===== src/hdl/ccp_defines.svh =====
// Purpose: Address map, field positions and reset values of the unit.
// Assumes: APB byte addresses, one 32-bit word per register.
// Notes: Definitions only.
`ifndef CCP_DEFINES_SVH
`define CCP_DEFINES_SVH
// Register byte offsets.
`define CCP_OFF_CTRL 12'h000
`define CCP_OFF_CAP_LO 12'h004
`define CCP_OFF_CAP_HI 12'h008
`define CCP_OFF_STAT 12'h00c
`define CCP_OFF_MASK 12'h010
`define CCP_OFF_TBCTL 12'h014
`define CCP_OFF_TBVAL 12'h018
`define CCP_OFF_PERIOD 12'h01c
// Control register fields.
`define CCP_CTRL_OMODE 7:6
`define CCP_CTRL_DCLSB 5:4
`define CCP_CTRL_EMODE 3:0
// Status and mask bits.
`define CCP_ST_CAP 0
`define CCP_ST_OVF 1
// Timebase control bits.
`define CCP_TB_RUN 0
`define CCP_TB_EXT 1
`define CCP_TB_STEER 2
`define CCP_TB_SMASK 7:4
// Reset values.
`define CCP_CTRL_RST 8'h00
`define CCP_TBCTL_RST 8'h00
`define CCP_PERIOD_RST 8'hff
// Instruction clock is the system clock divided by this plus one.
`define CCP_INSN_DIV 2'h3
// Prescaler limits for the every-4th and every-16th modes.
`define CCP_DIV4_LAST 4'h3
`define CCP_DIV16_LAST 4'hf
`endif


===== src/hdl/ccp_pkg.sv =====
// Purpose: Types shared by the unit and its prescaler.
// Assumes: Constants live in ccp_defines.svh.
// Notes: None.
package ccp_pkg;
  // Four output pins carried together.
  typedef struct packed {
    logic a;
    logic b;
    logic c;
    logic d;
  } ccp_pins_t;
  // Output mode field values.
  typedef enum logic [1:0] {
    CCP_OM_SINGLE,
    CCP_OM_HALF,
    CCP_OM_FWD,
    CCP_OM_REV
  } ccp_omode_t;
  // Event selection prescaler choices.
  typedef enum logic [1:0] {
    CCP_EV_FALL,
    CCP_EV_RISE,
    CCP_EV_RISE4,
    CCP_EV_RISE16
  } ccp_event_t;
endpackage


===== src/hdl/ccp_unit.sv =====
// Purpose: Capture, compare and enhanced PWM unit with APB registers.
// Assumes: pclk 100 MHz; pins arrive asynchronously; sleep is synchronous.
// Notes: The timebase is built in; pready is always high.
`timescale 1ns/10ps
`include "ccp_defines.svh"
// What this block does
// - Selection change may raise a false flag.
// - Prescaler cleared when off, non-capture, reset.
// - Prescaler switch keeps count, may fire.
// - Instruction-clocked timebase holds during sleep.
// - Timebase resumes from held value after wake.
// - External clock keeps capture alive in sleep.
// - Compare matches suppressed during sleep.
// - PWM on four pins, 10-bit duty.
// - Output mode selects one of four.
// - Mode field low bits set polarity.
// - Zero control register releases all pins.
// - Outputs wait for first full period.
// - Capture copies timebase, sets flag, overwrites.
// - Fall, rise, 4th or 16th rise.
module ccp_unit
  import ccp_pkg::*;
#(
  parameter int TB_W = 16
)
(
  // APB clock and reset.
  input wire logic pclk,
  input wire logic presetn,
  // APB slave.
  input wire logic psel,
  input wire logic penable,
  input wire logic pwrite,
  input wire logic [11:0] paddr,
  input wire logic [31:0] pwdata,
  output logic [31:0] prdata,
  output logic pready,
  output logic pslverr,
  // Pins and system state.
  input wire logic capture_pin,
  input wire logic tb_clk_pin,
  input wire logic sleep,
  // PWM pins and interrupt.
  output ccp_pins_t pwm_out,
  output ccp_pins_t pwm_oe,
  output logic irq
);
  // Software registers.
  logic [7:0] unit_control_reg;
  logic [7:0] capture_value_lo;
  logic [7:0] capture_value_hi;
  logic [1:0] status;
  logic [1:0] mask;
  logic [7:0] tb_ctrl;
  logic [7:0] period;
  // Timebase state.
  logic [TB_W-1:0] timebase_counter;
  logic [1:0] insn_div;
  logic tb_tick;
  // Pin synchronisers, three stages each.
  logic [2:0] cap_sync;
  logic [2:0] ext_sync;
  logic cap_level;
  logic ext_level;
  // Decoded control fields.
  logic [3:0] event_mode_select;
  ccp_omode_t pwm_output_mode;
  logic cap_mode;
  logic cmp_mode;
  logic pwm_mode;
  // Bus strobes.
  logic wr_en;
  logic rd_setup;
  logic mapped;
  // Events.
  logic cap_fire;
  logic cmp_hit;
  logic spur;
  logic tb_ovf;
  // PWM state.
  logic [9:0] pwm_cnt;
  logic pwm_started;
  logic pwm_raw;
  logic [9:0] duty;
  ccp_pins_t pins_act;
  ccp_pins_t pins_use;

  // Address check shared by read and write paths.
  function automatic logic ccp_hit(input logic [11:0] a);
    ccp_hit = (a == `CCP_OFF_CTRL) || (a == `CCP_OFF_CAP_LO) || (a == `CCP_OFF_CAP_HI) ||
              (a == `CCP_OFF_STAT) || (a == `CCP_OFF_MASK) || (a == `CCP_OFF_TBCTL) ||
              (a == `CCP_OFF_TBVAL) || (a == `CCP_OFF_PERIOD);
  endfunction

  assign event_mode_select = unit_control_reg[`CCP_CTRL_EMODE];
  assign pwm_output_mode = ccp_omode_t'(unit_control_reg[`CCP_CTRL_OMODE]);
  assign cap_mode = event_mode_select[3:2] == 2'b01;
  assign cmp_mode = event_mode_select[3:2] == 2'b10;
  assign pwm_mode = event_mode_select[3:2] == 2'b11;

  // Zero-wait slave; errors only on unmapped addresses.
  assign mapped = ccp_hit(paddr);
  assign pready = 1'b1;
  assign pslverr = psel && penable && !mapped;
  assign wr_en = psel && penable && pwrite && mapped;
  assign rd_setup = psel && !penable && !pwrite;

  // Read data is captured in the setup cycle so it is a flop in access.
  always_ff @(posedge pclk or negedge presetn) begin
    if (!presetn) begin
      prdata <= 32'h0;
    end else if (rd_setup) begin
      if (paddr == `CCP_OFF_CTRL) begin
        prdata <= {24'h0, unit_control_reg};
      end else if (paddr == `CCP_OFF_CAP_LO) begin
        prdata <= {24'h0, capture_value_lo};
      end else if (paddr == `CCP_OFF_CAP_HI) begin
        prdata <= {24'h0, capture_value_hi};
      end else if (paddr == `CCP_OFF_STAT) begin
        prdata <= {30'h0, status};
      end else if (paddr == `CCP_OFF_MASK) begin
        prdata <= {30'h0, mask};
      end else if (paddr == `CCP_OFF_TBCTL) begin
        prdata <= {24'h0, tb_ctrl};
      end else if (paddr == `CCP_OFF_TBVAL) begin
        prdata <= 32'(timebase_counter);
      end else if (paddr == `CCP_OFF_PERIOD) begin
        prdata <= {24'h0, period};
      end else begin
        // Unmapped reads return zero.
        prdata <= 32'h0;
      end
    end
  end

  // Plain control registers.
  always_ff @(posedge pclk or negedge presetn) begin
    if (!presetn) begin
      unit_control_reg <= `CCP_CTRL_RST;
      mask <= 2'h0;
      tb_ctrl <= `CCP_TBCTL_RST;
      period <= `CCP_PERIOD_RST;
    end else if (wr_en) begin
      if (paddr == `CCP_OFF_CTRL) begin
        unit_control_reg <= pwdata[7:0];
      end else if (paddr == `CCP_OFF_MASK) begin
        mask <= pwdata[1:0];
      end else if (paddr == `CCP_OFF_TBCTL) begin
        tb_ctrl <= pwdata[7:0];
      end else if (paddr == `CCP_OFF_PERIOD) begin
        period <= pwdata[7:0];
      end
    end
  end

  // Pins pass three flops; only stages two and three are compared.
  always_ff @(posedge pclk or negedge presetn) begin
    if (!presetn) begin
      cap_sync <= 3'h0;
      ext_sync <= 3'h0;
      cap_level <= 1'b0;
      ext_level <= 1'b0;
    end else begin
      cap_sync <= {cap_sync[1:0], capture_pin};
      ext_sync <= {ext_sync[1:0], tb_clk_pin};
      if (cap_sync[1] == cap_sync[2]) begin
        cap_level <= cap_sync[2];
      end
      if (ext_sync[1] == ext_sync[2]) begin
        ext_level <= ext_sync[2];
      end
    end
  end

  // Agreed levels that differ from the held level are edges.
  logic cap_rise;
  logic cap_fall;
  logic ext_rise;
  assign cap_rise = (cap_sync[1] == cap_sync[2]) && cap_sync[2] && !cap_level;
  assign cap_fall = (cap_sync[1] == cap_sync[2]) && !cap_sync[2] && cap_level;
  assign ext_rise = (ext_sync[1] == ext_sync[2]) && ext_sync[2] && !ext_level;

  always_ff @(posedge pclk or negedge presetn) begin
    if (!presetn) begin
      insn_div <= 2'h0;
    end else begin
      insn_div <= (insn_div == `CCP_INSN_DIV) ? 2'h0 : insn_div + 2'h1;
    end
  end

  assign tb_tick = tb_ctrl[`CCP_TB_RUN] &&
                   (tb_ctrl[`CCP_TB_EXT] ? ext_rise : (insn_div == `CCP_INSN_DIV) && !sleep);
  assign tb_ovf = tb_tick && (&timebase_counter);

  always_ff @(posedge pclk or negedge presetn) begin
    if (!presetn) begin
      timebase_counter <= '0;
    end else if (tb_tick) begin
      timebase_counter <= timebase_counter + 1'b1;
    end
  end

  ccp_prescaler u_pre (
    .pclk(pclk),
    .presetn(presetn),
    .clear(!cap_mode),
    .sel(ccp_event_t'(event_mode_select[1:0])),
    .edge_rise(cap_rise),
    .edge_fall(cap_fall),
    .fire(cap_fire)
  );

  // polarity change false flag
  // A write that flips the edge sense while the pin already sits at the
  // new post-edge level reads as an edge, as in the original logic.
  assign spur = wr_en && (paddr == `CCP_OFF_CTRL) && cap_mode && (pwdata[3:2] == 2'b01) &&
                ((pwdata[1:0] == 2'h0) != (event_mode_select[1:0] == 2'h0)) &&
                (cap_level == (pwdata[1:0] != 2'h0));

  assign cmp_hit = cmp_mode && !sleep && tb_tick &&
                   (timebase_counter == {capture_value_hi, capture_value_lo});

  always_ff @(posedge pclk or negedge presetn) begin
    if (!presetn) begin
      capture_value_lo <= 8'h00;
      capture_value_hi <= 8'h00;
    end else if (cap_mode && cap_fire) begin
      capture_value_lo <= timebase_counter[7:0];
      capture_value_hi <= timebase_counter[15:8];
    end else if (wr_en && paddr == `CCP_OFF_CAP_LO) begin
      capture_value_lo <= pwdata[7:0];
    end else if (wr_en && paddr == `CCP_OFF_CAP_HI) begin
      capture_value_hi <= pwdata[7:0];
    end
  end

  always_ff @(posedge pclk or negedge presetn) begin
    if (!presetn) begin
      status <= 2'h0;
    end else begin
      status[`CCP_ST_CAP] <= (status[`CCP_ST_CAP] &&
                              !(wr_en && paddr == `CCP_OFF_STAT && pwdata[`CCP_ST_CAP])) ||
                             (cap_mode && cap_fire) || cmp_hit || spur;
      status[`CCP_ST_OVF] <= (status[`CCP_ST_OVF] &&
                              !(wr_en && paddr == `CCP_OFF_STAT && pwdata[`CCP_ST_OVF])) || tb_ovf;
    end
  end

  // Level interrupt while any unmasked flag stands.
  assign irq = |(status & mask);

  assign duty = {capture_value_lo, unit_control_reg[`CCP_CTRL_DCLSB]};
  assign pwm_raw = pwm_cnt < duty;

  // Period counter; one period is (period+1)*4 clocks.
  always_ff @(posedge pclk or negedge presetn) begin
    if (!presetn) begin
      pwm_cnt <= 10'h0;
    end else if (!pwm_mode || pwm_cnt == {period, 2'b11}) begin
      pwm_cnt <= 10'h0;
    end else begin
      pwm_cnt <= pwm_cnt + 10'h1;
    end
  end

  always_ff @(posedge pclk or negedge presetn) begin
    if (!presetn) begin
      pwm_started <= 1'b0;
    end else if (!pwm_mode) begin
      pwm_started <= 1'b0;
    end else if (pwm_cnt == {period, 2'b11}) begin
      pwm_started <= 1'b1;
    end
  end

  always_comb begin
    pins_act = '0;
    pins_use = '0;
    case (pwm_output_mode)
      CCP_OM_SINGLE: begin
        if (tb_ctrl[`CCP_TB_STEER]) begin
          // Steering copies the waveform onto each selected pin.
          pins_use = ccp_pins_t'(tb_ctrl[`CCP_TB_SMASK]);
          pins_act = pwm_raw ? pins_use : '0;
        end else begin
          pins_use.a = 1'b1;
          pins_act.a = pwm_raw;
        end
      end
      CCP_OM_HALF: begin
        pins_use.a = 1'b1;
        pins_use.b = 1'b1;
        pins_act.a = pwm_raw;
        pins_act.b = !pwm_raw;
      end
      CCP_OM_FWD: begin
        pins_use = '1;
        pins_act.a = 1'b1;
        pins_act.d = pwm_raw;
      end
      default: begin
        pins_use = '1;
        pins_act.c = 1'b1;
        pins_act.b = pwm_raw;
      end
    endcase
  end

  // polarity and release
  // Bit 1 inverts A and C, bit 0 inverts B and D.
  always_ff @(posedge pclk or negedge presetn) begin
    if (!presetn) begin
      pwm_out <= '0;
      pwm_oe <= '0;
    end else if (unit_control_reg == 8'h00 || !pwm_mode) begin
      pwm_out <= '0;
      pwm_oe <= '0;
    end else begin
      pwm_oe <= pins_use;
      pwm_out.a <= (pwm_started && pins_act.a) ^ event_mode_select[1];
      pwm_out.c <= (pwm_started && pins_act.c) ^ event_mode_select[1];
      pwm_out.b <= (pwm_started && pins_act.b) ^ event_mode_select[0];
      pwm_out.d <= (pwm_started && pins_act.d) ^ event_mode_select[0];
    end
  end

  a_cap_store: assert property (@(posedge pclk) disable iff (!presetn)
    cap_mode && cap_fire |=> {capture_value_hi, capture_value_lo} == $past(timebase_counter) &&
    status[`CCP_ST_CAP]) else $error("capture not stored");
  a_sleep_hold: assert property (@(posedge pclk) disable iff (!presetn)
    sleep && !tb_ctrl[`CCP_TB_EXT] |=> timebase_counter == $past(timebase_counter))
    else $error("timebase moved in sleep");
  a_sleep_cap: assert property (@(posedge pclk) disable iff (!presetn)
    sleep && cap_mode && cap_fire |=> status[`CCP_ST_CAP]) else $error("sleep capture lost");
  a_cmp_sleep: assert property (@(posedge pclk) disable iff (!presetn)
    sleep |-> !cmp_hit) else $error("compare hit in sleep");
  a_pin_release: assert property (@(posedge pclk) disable iff (!presetn)
    unit_control_reg == 8'h00 |=> pwm_oe == '0) else $error("pins not released");
  a_first_period: assert property (@(posedge pclk) disable iff (!presetn)
    $rose(pwm_mode) |-> ##1 (pwm_out.a == event_mode_select[1]) [*2])
    else $error("early pulse");
  a_pol_a: assert property (@(posedge pclk) disable iff (!presetn)
    pwm_mode && pwm_started && pwm_output_mode == CCP_OM_SINGLE && !tb_ctrl[`CCP_TB_STEER] &&
    $stable(unit_control_reg) |=> pwm_out.a == ($past(pwm_raw) ^ $past(event_mode_select[1])))
    else $error("polarity wrong");
  a_half: assert property (@(posedge pclk) disable iff (!presetn)
    pwm_mode && pwm_started && pwm_output_mode == CCP_OM_HALF && event_mode_select[1:0] == 2'h0 &&
    $stable(unit_control_reg) |=> pwm_out.b == !pwm_out.a) else $error("half bridge");
  a_duty: assert property (@(posedge pclk) disable iff (!presetn)
    pwm_mode && pwm_cnt == duty && duty != 10'h0 |-> $past(pwm_raw)) else $error("duty edge");

  c_capture: cover property (@(posedge pclk) disable iff (!presetn) cap_mode && cap_fire);
  c_compare: cover property (@(posedge pclk) disable iff (!presetn) cmp_hit);
  c_pwm_run: cover property (@(posedge pclk) disable iff (!presetn) $rose(pwm_started));
  c_spur: cover property (@(posedge pclk) disable iff (!presetn) spur);
endmodule // ccp_unit


===== src/hdl/ccp_prescaler.sv =====
// Purpose: Capture event qualifier and prescaler counter.
// Assumes: Edge pulses are one cycle and already synchronised.
// Notes: The count is kept across selection changes on purpose.
`timescale 1ns/10ps
`include "ccp_defines.svh"
module ccp_prescaler
  import ccp_pkg::*;
(
  // Clock and reset.
  input wire logic pclk,
  input wire logic presetn,
  // Control.
  input wire logic clear,
  input ccp_event_t sel,
  // Edges and result.
  input wire logic edge_rise,
  input wire logic edge_fall,
  output logic fire
);
  // Rising edges counted since the last fire.
  logic [3:0] cnt;
  // Last count value for the chosen divider.
  logic [3:0] last;

  // Divider limit; >= so a smaller new limit fires on the next rise.
  always_comb begin
    last = (sel == CCP_EV_RISE4) ? `CCP_DIV4_LAST : `CCP_DIV16_LAST;
    case (sel)
      CCP_EV_FALL: fire = edge_fall;
      CCP_EV_RISE: fire = edge_rise;
      default: fire = edge_rise && (cnt >= last);
    endcase
  end

  always_ff @(posedge pclk or negedge presetn) begin
    if (!presetn) begin
      cnt <= 4'h0;
    end else if (clear) begin
      cnt <= 4'h0;
    end else if (edge_rise && (sel == CCP_EV_RISE4 || sel == CCP_EV_RISE16)) begin
      // Wrap after firing, otherwise keep counting.
      cnt <= fire ? 4'h0 : cnt + 4'h1;
    end
  end

  a_pre_clear: assert property (@(posedge pclk) disable iff (!presetn)
    clear |=> cnt == 4'h0) else $error("prescaler not cleared");
  a_pre_edge: assert property (@(posedge pclk) disable iff (!presetn)
    sel == CCP_EV_RISE |-> fire == edge_rise) else $error("rising mode mismatch");
endmodule // ccp_prescaler


===== config.mk =====
export PLATFORM = sky130hd
export DESIGN_NAME = ccp_unit
export DESIGN_NICKNAME = d
export VERILOG_FILES = /design/src/hdl/ccp_pkg.sv /design/src/hdl/ccp_unit.sv /design/src/hdl/ccp_prescaler.sv
export VERILOG_INCLUDE_DIRS = /design/src /design/src/hdl
export SDC_FILE = /design/constraint.sdc
export NUM_CORES = 1
export LEC_CHECK = 0
export ABC_AREA = 1
export BUFFER_PORTS_ARGS = -buffer_cell sky130_fd_sc_hd__buf_2
export CAP_MARGIN = 5
export CORE_MARGIN = 1
export CORE_UTILIZATION = 62
export CTS_CLUSTER_SIZE = 24
export DETAILED_ROUTE_END_ITERATION = 10
export GPL_ROUTABILITY_DRIVEN = 0
export PLACE_DENSITY_LB_ADDON = 0.3
export SYNTH_ARGS = -nofsm -noshare
export SYNTH_HDL_FRONTEND = slang
export SYNTH_SLANG_ARGS = --single-unit

===== constraint.sdc =====
create_clock -name pclk -period 5 [get_ports pclk]
set_input_delay 1.25 -clock pclk [delete_from_list [all_inputs] [get_ports pclk]]
set_output_delay 1.25 -clock pclk [all_outputs]
set_load 0.1 [all_outputs]

==> results of run 1 <==
## how the worst max path moves through the flow
stage	cells past startpoint	end	start	slack, ps
after floorplan	6	pslverr	paddr[4]	810
after global placement	8	pslverr	paddr[11]	1440
after detailed placement	8	pslverr	paddr[7]	1380
after CTS	8	pslverr	paddr[7]	1380
after global routing	8	pslverr	paddr[9]	1260
final	8	pslverr	paddr[7]	1370
## report_power, final
group | total, uW | switching, uW | internal [uW] | leakage (uW)
logic | 136 | 116 | 20.3 | 0.00199
clock network | 616 | 306 | 311 | 0.000110
registers | 890 | 3.63 | 886 | 0.00137
total | 1640 | 425 | 1220 | 0.00347
## area by class of cell
class                      count  area share
multi-input combinational    565       0.445
sequential                   109       0.401
inverter                     100      0.0561
timing repair buffer          54      0.0403
tap                          133      0.0244
clock buffer                  13      0.0233
clock inverter                 3     0.00990
## critical path, delay by kind of cell
family                 cells  cell delay (ps)
AO/OA/AOI/OAI              1              110
AND/OR/NAND/NOR            5              620
buffers and inverters      2              400
## cell usage in the layout (no fill, tap or decap), types with 16 or more instances in the layout
| master | synthesis | final |
|---|---|---|
| dfrtp_1 | 101 | 101 |
| buf_2 | 3 | 52 |
| inv_1 | 91 | 91 |
| conb_1 | 2 | 17 |
| nand4_1 | 16 | 16 |
| nand2_1 | 182 | 182 |
| a21oi_1 | 29 | 29 |
| o21ai_0 | 64 | 64 |
| nor3_1 | 18 | 18 |
| xor2_1 | 21 | 21 |
| o21ai_2 | 18 | 18 |
| nor2_1 | 61 | 61 |
| ha_1 | 22 | 22 |
| nand3_1 | 42 | 42 |
## cells by family after synthesis
| group | Yosys count |
|---|---|
| AOI/OAI and AO/OA | 142 |
| xor gates and xnor gates | 27 |
| adders and majority gates | 22 |
| buffers and inverters | 129 |
| DFF | 109 |
| other | 2 |
| and+or+nand+nor | 357 |
## per-stage QoR
stage,hold WS [ps],utilization,std cells
finish,371,0.695,977
global route,388,0.695,977
CTS,371,0.695,977
detailed placement,336,0.672,961
global placement,333,0.672,961
floorplan,331,-,803
## per-layer routing
metal	wire length, um	part of all wire
met2	7260	0.46
met5	0	0
met3	1420	0.090
met1	6610	0.42
met4	431	0.027
==> results.md, run 1 <==
* Result of the run: complete, no violations
* Share of cells above drive strength 1 at 0.158
* Busiest layer in global routing: met2
* Number of enable flip-flop cells after synthesis at 0
* Post-CTS setup repair buffer count at 0
* Grt met1 use at 0.432
* Total length of routed wires at 15700 um
* Synth Area in Compound Gates at 0.129
* Xor/xnor share of the synthesized area at 0.0374
* Clock insertion delay at the later pin of the skew report at 390 ps
* Min cycle time layout at 3630 ps
* Floorplan die width at just over 100 um
* Total routing usage reported by global routing at 0.320
* Post-route clock period utilization at 0.726
* DR vias at 5562
* Mean Syn Cell Area at around 8.0 um^2
* TritonCTS buffer count at 9
* Clock Sink Count at roughly 110
* First-pass GRT wire length at approximately 25000 um
* Pin count of the biggest net entering global routing at 73
* Vias in the first global route at 5335
* Endpoint of the lowest-slack register-to-register path: capture_value_hi[3]$_DFFE_PN0P_
* Slew HR at 0.407
* Worst stage delay on the critical path at about 280 ps
* Multiplexer area fraction after synthesis at 0
* Sum of internal, switching and leakage power at roughly 1600 uW
* Leading registers by flop count: prdata: 16 flops, timebase_counter: 16 flops, pwm_cnt: 10 flops
* Setup repair after global routing missed its margin: false
* Met3 usage at 0.0746
* Post-layout net count at 913
* Register-to-Register Path Depth at 12
* Leading register cell type out of synthesis: dfrtp_1
* Maxcap violations at 0
* Simple-gate area share of the yosys netlist at 0.260
* Most common cell in the netlist: nand2_1
* Global-route congestion overflow total at 0
* Power density over cell area at 241 nW/um^2
* Kind of end point of the critical path: primary output
* Startpoint types: primary input
* Synth Cell Area at 6330 um^2
* CTS Hold Bufs at 0
* Main combinational cell family by area after synthesis: simple AND/OR/NAND/NOR gates
* Number of endpoints failing setup at the final stage at 0
* Highest Clock Rate at 0.276 GHz
* Synth Area in Adders at 0.0435
* Post-synth ARST share at 1.00
* Initial Util at 0.644
* Area taken by flip-flops and latches at approximately 2700 um^2
* Hold-critical path endpoint: ext_sync[1]$_DFF_PN0_
* Post-DP HPWL at 11800 um
* Lkg Pwr at ~0.0035 uW
* Final Cell Area at 6830 um^2
* Multi-input combinational cell area at 3040 um^2
* Filler instances at roughly 830
* Proportion of netlist area held by the largest area contributor at 0.399
* Vertical die dimension at 103 um
* Worst hold path stage count at 0
* Arr. time, crit path at 2380 ps
* Post-route DRC at 0
* Worst-case clock skew at 13.9 ps
* HP Start: ext_sync[0]$_DFF_PN0_
* Yosys warns at 0
* Clock transition at path regs at 100 ps
* Ports placed on the boundary at 95
* Slew @ Worst Pin at 889 ps
* Final-report max-slew violation count at 0
* Yosys cell types at 45
* Area of the core at 9820 um^2
* Avg Vias per Cell at 5.69
* TritonCTS clock tree: built
* Antenna Nets Post-Route at 0
* Number of synthesized register bits at 109
* Synthesized netlist cell count at 788
* Floorplan die area at 10600 um^2
* Maximum number of buffers from clock root to sink at 2
* Area growth syn-to-layout at 7.87%
* Post-DP Area at 6600 um^2
* Sequence of cells on the critical path: buf_2 -> nor2_2 -> nand3_2 -> nor2_2 -> o21ai_1 -> nand3_2 -> nor2_1 -> buf_2
* H-tree depth at 3
* RR Startpoint: unit_control_reg[1]$_DFFE_PN0N_
* CP max FO at 4
* Proportion of synthesized chip area in sequential cells at 0.433
* Root Buffer: clkbuf_8
* IR drop worst, VDD at approximately 130 uV
* Port Buf Inserts at 53
* Top cells by instance count after synthesis: nand2_1, dfrtp_1, inv_1, o21ai_0, nor2_1
* # rows at 36
* Worst R2R Setup Slack at 2590 ps
* Min-Delay Path Class: reg -> reg
* Hold violation total from the final report at 0
* First-pass iteration count of the detailed router at 6
* N_diodes at 0
* Per-cell routed wire length at 16.1 um
* Final worst setup slack at roughly 1400 ps
* Initial detailed-routing violation count at between 500 and 600
* Critical path data required time at 3750 ps
* Synth area leader: dfrtp_1
* Worst setup path class: in -> out
* Slowest cell on the critical path: buf_2
* Met2 routing resource usage after global routing at 0.503
* Post-placement worst setup slack at 1380 ps
* Antenna violations before repair at 0
* Post-CTS sizing at 0
* Top cells by area, synth: dfrtp_1, nand2_1, inv_1, o21ai_0, ha_1
* Post-Route Setup TNS at 0 ps
(Power assumes the default switching activity.)
==> run 2: changes to the inputs <==
--- a/config.mk
+++ b/config.mk
@@ -10,7 +10,7 @@
 export BUFFER_PORTS_ARGS = -buffer_cell sky130_fd_sc_hd__buf_2
 export CAP_MARGIN = 5
 export CORE_MARGIN = 1
-export CORE_UTILIZATION = 62
+export CORE_UTILIZATION = 58
 export CTS_CLUSTER_SIZE = 24
 export DETAILED_ROUTE_END_ITERATION = 10
 export GPL_ROUTABILITY_DRIVEN = 0
==> constraint.sdc (replaced) <==
create_clock -name pclk -period 3.5 [get_ports pclk]
set_input_delay 0.875 -clock pclk [delete_from_list [all_inputs] [get_ports pclk]]
set_output_delay 0.875 -clock pclk [all_outputs]
set_load 0.1 [all_outputs]
==> run 2 against run 1 <==
Die area rose by 6.8%. Clock skew rose by 3.4 ps. Highest routed layer unchanged. Power rose by 39%. Sequential share of layout area barely moved. Flip-flop and latch count did not move. Setup slack got worse by 790 ps. Largest power group unchanged. Register-to-register slack got worse by 1600 ps. Global-route usage fell by 2.3 points. Combinational power rose by 45%.
==> results.md, run 2 (synthesized netlist as in run 1, its figures left out) <==
* Floorplan die area at roughly 11000 um^2
* Initial detailed-routing violation count at approximately 560
* Kind of end point of the critical path: primary output
* Post-layout net count at 914
* TritonCTS buffer count at 9
* Worst R2R Setup Slack at 1010 ps
* Lkg Pwr at 0.00348 uW
* # rows at 37
* Net switching power at 630 uW
* Slew HR at 0.480
* Floorplan die width at around 110 um
* RR Startpoint: unit_control_reg[1]$_DFFE_PN0N_
* Number of endpoints failing setup at the final stage at 0
* Worst-case clock skew at ~17 ps
* Maxcap violations at 0
* Fraction of power consumed by sequential logic at 0.556
* Post-DP HPWL at ~12000 um
* Post-route clock period utilization at 0.833
* Global-route congestion overflow total at 0
* Setup repair after global routing missed its margin: false
* Most numerous cell on the critical path: buf_2
* Total routing usage reported by global routing at 0.297
* Leading cell type in the layout, fill and taps excluded: nand2_1
* Share of cells above drive strength 1 at 0.161
* Worst hold path stage count at 0
* Total length of routed wires at 15800 um
* Area of the core at 10500 um^2
* Ports placed on the boundary at between 90 and 100
* Clock Power Share at 0.358
* Final cell count without fillers at 981
* Slowest cell on the critical path: buf_2
* Endpoint of the lowest-slack register-to-register path: capture_value_hi[7]$_DFFE_PN0P_
* Switching share of total power at 0.276
* Antenna Nets Post-Route at 0
* Leading cell types in the layout, fill and taps excluded: nand2_1, dfrtp_1, inv_1
* Arr. time, crit path at 2040 ps
* Post-Place Cells at 965
* Port Buf Inserts at 53
* Avg Vias per Cell at 5.69
* Maximum number of buffers from clock root to sink at 2
* CP max FO at 4
* Min-Delay Path Class: reg -> reg
* Antenna violations before repair at 0
* Power density over cell area at 334 nW/um^2
* Post-placement worst setup slack at 577 ps
* Internal power contribution at 1650 uW
* Critical path data required time at 2620 ps
* Hold-critical path endpoint: ext_sync[1]$_DFF_PN0_
* Pin count of the biggest net entering global routing at 62
* TritonCTS clock tree: built
* Root Buffer: clkbuf_8
* Clock insertion delay at the later pin of the skew report at 410 ps
* Final-report max-slew violation count at 0
* Worst stage delay on the critical path at about 280 ps
* Vias in the first global route at 5370
* N_diodes at 0
* Clock transition at path regs at 110 ps
* Vertical die dimension at roughly 110 um
* Per-cell routed wire length at 16.1 um
* CTS Hold Bufs at 0
* Post-route DRC at 0
* Leading registers by flop count: prdata: 16 flops, timebase_counter: 16 flops, pwm_cnt: 10 flops
* First-pass iteration count of the detailed router at 6
* Min cycle time layout at 2920 ps
* Post-CTS setup repair buffer count at 0
* Worst setup path class: in -> out
* IR drop worst, VDD at around 330 uV
* DR vias at 5585
* Final Core Density at 0.653
* Sequence of cells on the critical path: buf_2 -> nor2_2 -> nand2_2 -> nor3_4 -> nand2_1 -> nand3_2 -> nor2_1 -> buf_2
* HP Start: ext_sync[0]$_DFF_PN0_
* Slew @ Worst Pin at 779 ps
* Logic depth of the worst setup path including buffers at 8
* Register-to-Register Path Depth at 12
* Area growth syn-to-layout at 7.95%
* Critical path buffer and inverter count at 2
* Startpoint types: primary input
* Highest Clock Rate at between 0.3 and 0.4 GHz
* Hold violation total from the final report at 0
* Post-Route Setup TNS at 0 ps
* Post-CTS sizing at 0
* Clock Sink Count at 109
* Initial Util at 0.605
* H-tree depth at 3
* First-pass GRT wire length at 25800 um
* Result of the run: complete, no violations
* Combinational share of power at 0.086
* Family of cells with the greatest summed delay on the critical path: simple AND/OR/NAND/NOR gates
* Final worst setup slack at 583 ps
-- run 2: worst max path at each step --
stage          endpoint       from  slack, ps
4_1_cts         pslverr   paddr[5]        580
6_report        pslverr   paddr[5]        580
3_3_place_gp    pslverr  paddr[11]        660
5_1_grt         pslverr   paddr[9]        500
3_5_place_dp    pslverr   paddr[5]        580
2_1_floorplan   pslverr   paddr[4]         60
-- run 2: stage by stage --
step	power (uW)	hold WS (ps)	area (um^2)
after floorplan	1440	331	6380
after global placement	1490	332	6620
after detailed placement	1490	335	6620
after CTS	2290	360	6830
after global routing	2360	380	6830
final	2280	362	6830
-- run 2: layer usage --
| metal | vias to the layer above | track usage | routed length [um] |
|---|---|---|---|
| li1 | 2628 | - | - |
| met2 | 307 | 0.469 | 7160 |
| met1 | 2605 | 0.391 | 6700 |
| met4 | 0 | 0.133 | 542 |
| met3 | 45 | 0.0662 | 1370 |
| met5 | - | 0 | 0 |
-- run 2: layout make-up --
type                            instances  area, um^2
Clock inverter                          6        70.1
Tap cell                              136         170
Timing Repair Buffer                   55         295
Inverter                              100         383
Clock buffer                           10         138
Multi-Input combinational cell        565        3040
Fill cell                             881        3630
Sequential cell                       109        2740
-- run 2: worst register-to-register path, delay by kind of cell, from the launching register on --
family | cells | cell delay [ps]
AOI/OAI and AO/OA | 3 | 480
DFF | 1 | 560
buffers and inverters | 3 | 400
and+or+nand+nor | 5 | 660
adders and majority gates | 1 | 270
-- run 2: power groups by stage --
stage	registers [uW]	clock network [uW]	logic, uW
after global routing	1270	871	212
after global placement	1290	0	192
after CTS	1270	821	197
after detailed placement	1300	0	197
after floorplan	1300	0	146
final	1270	817	197
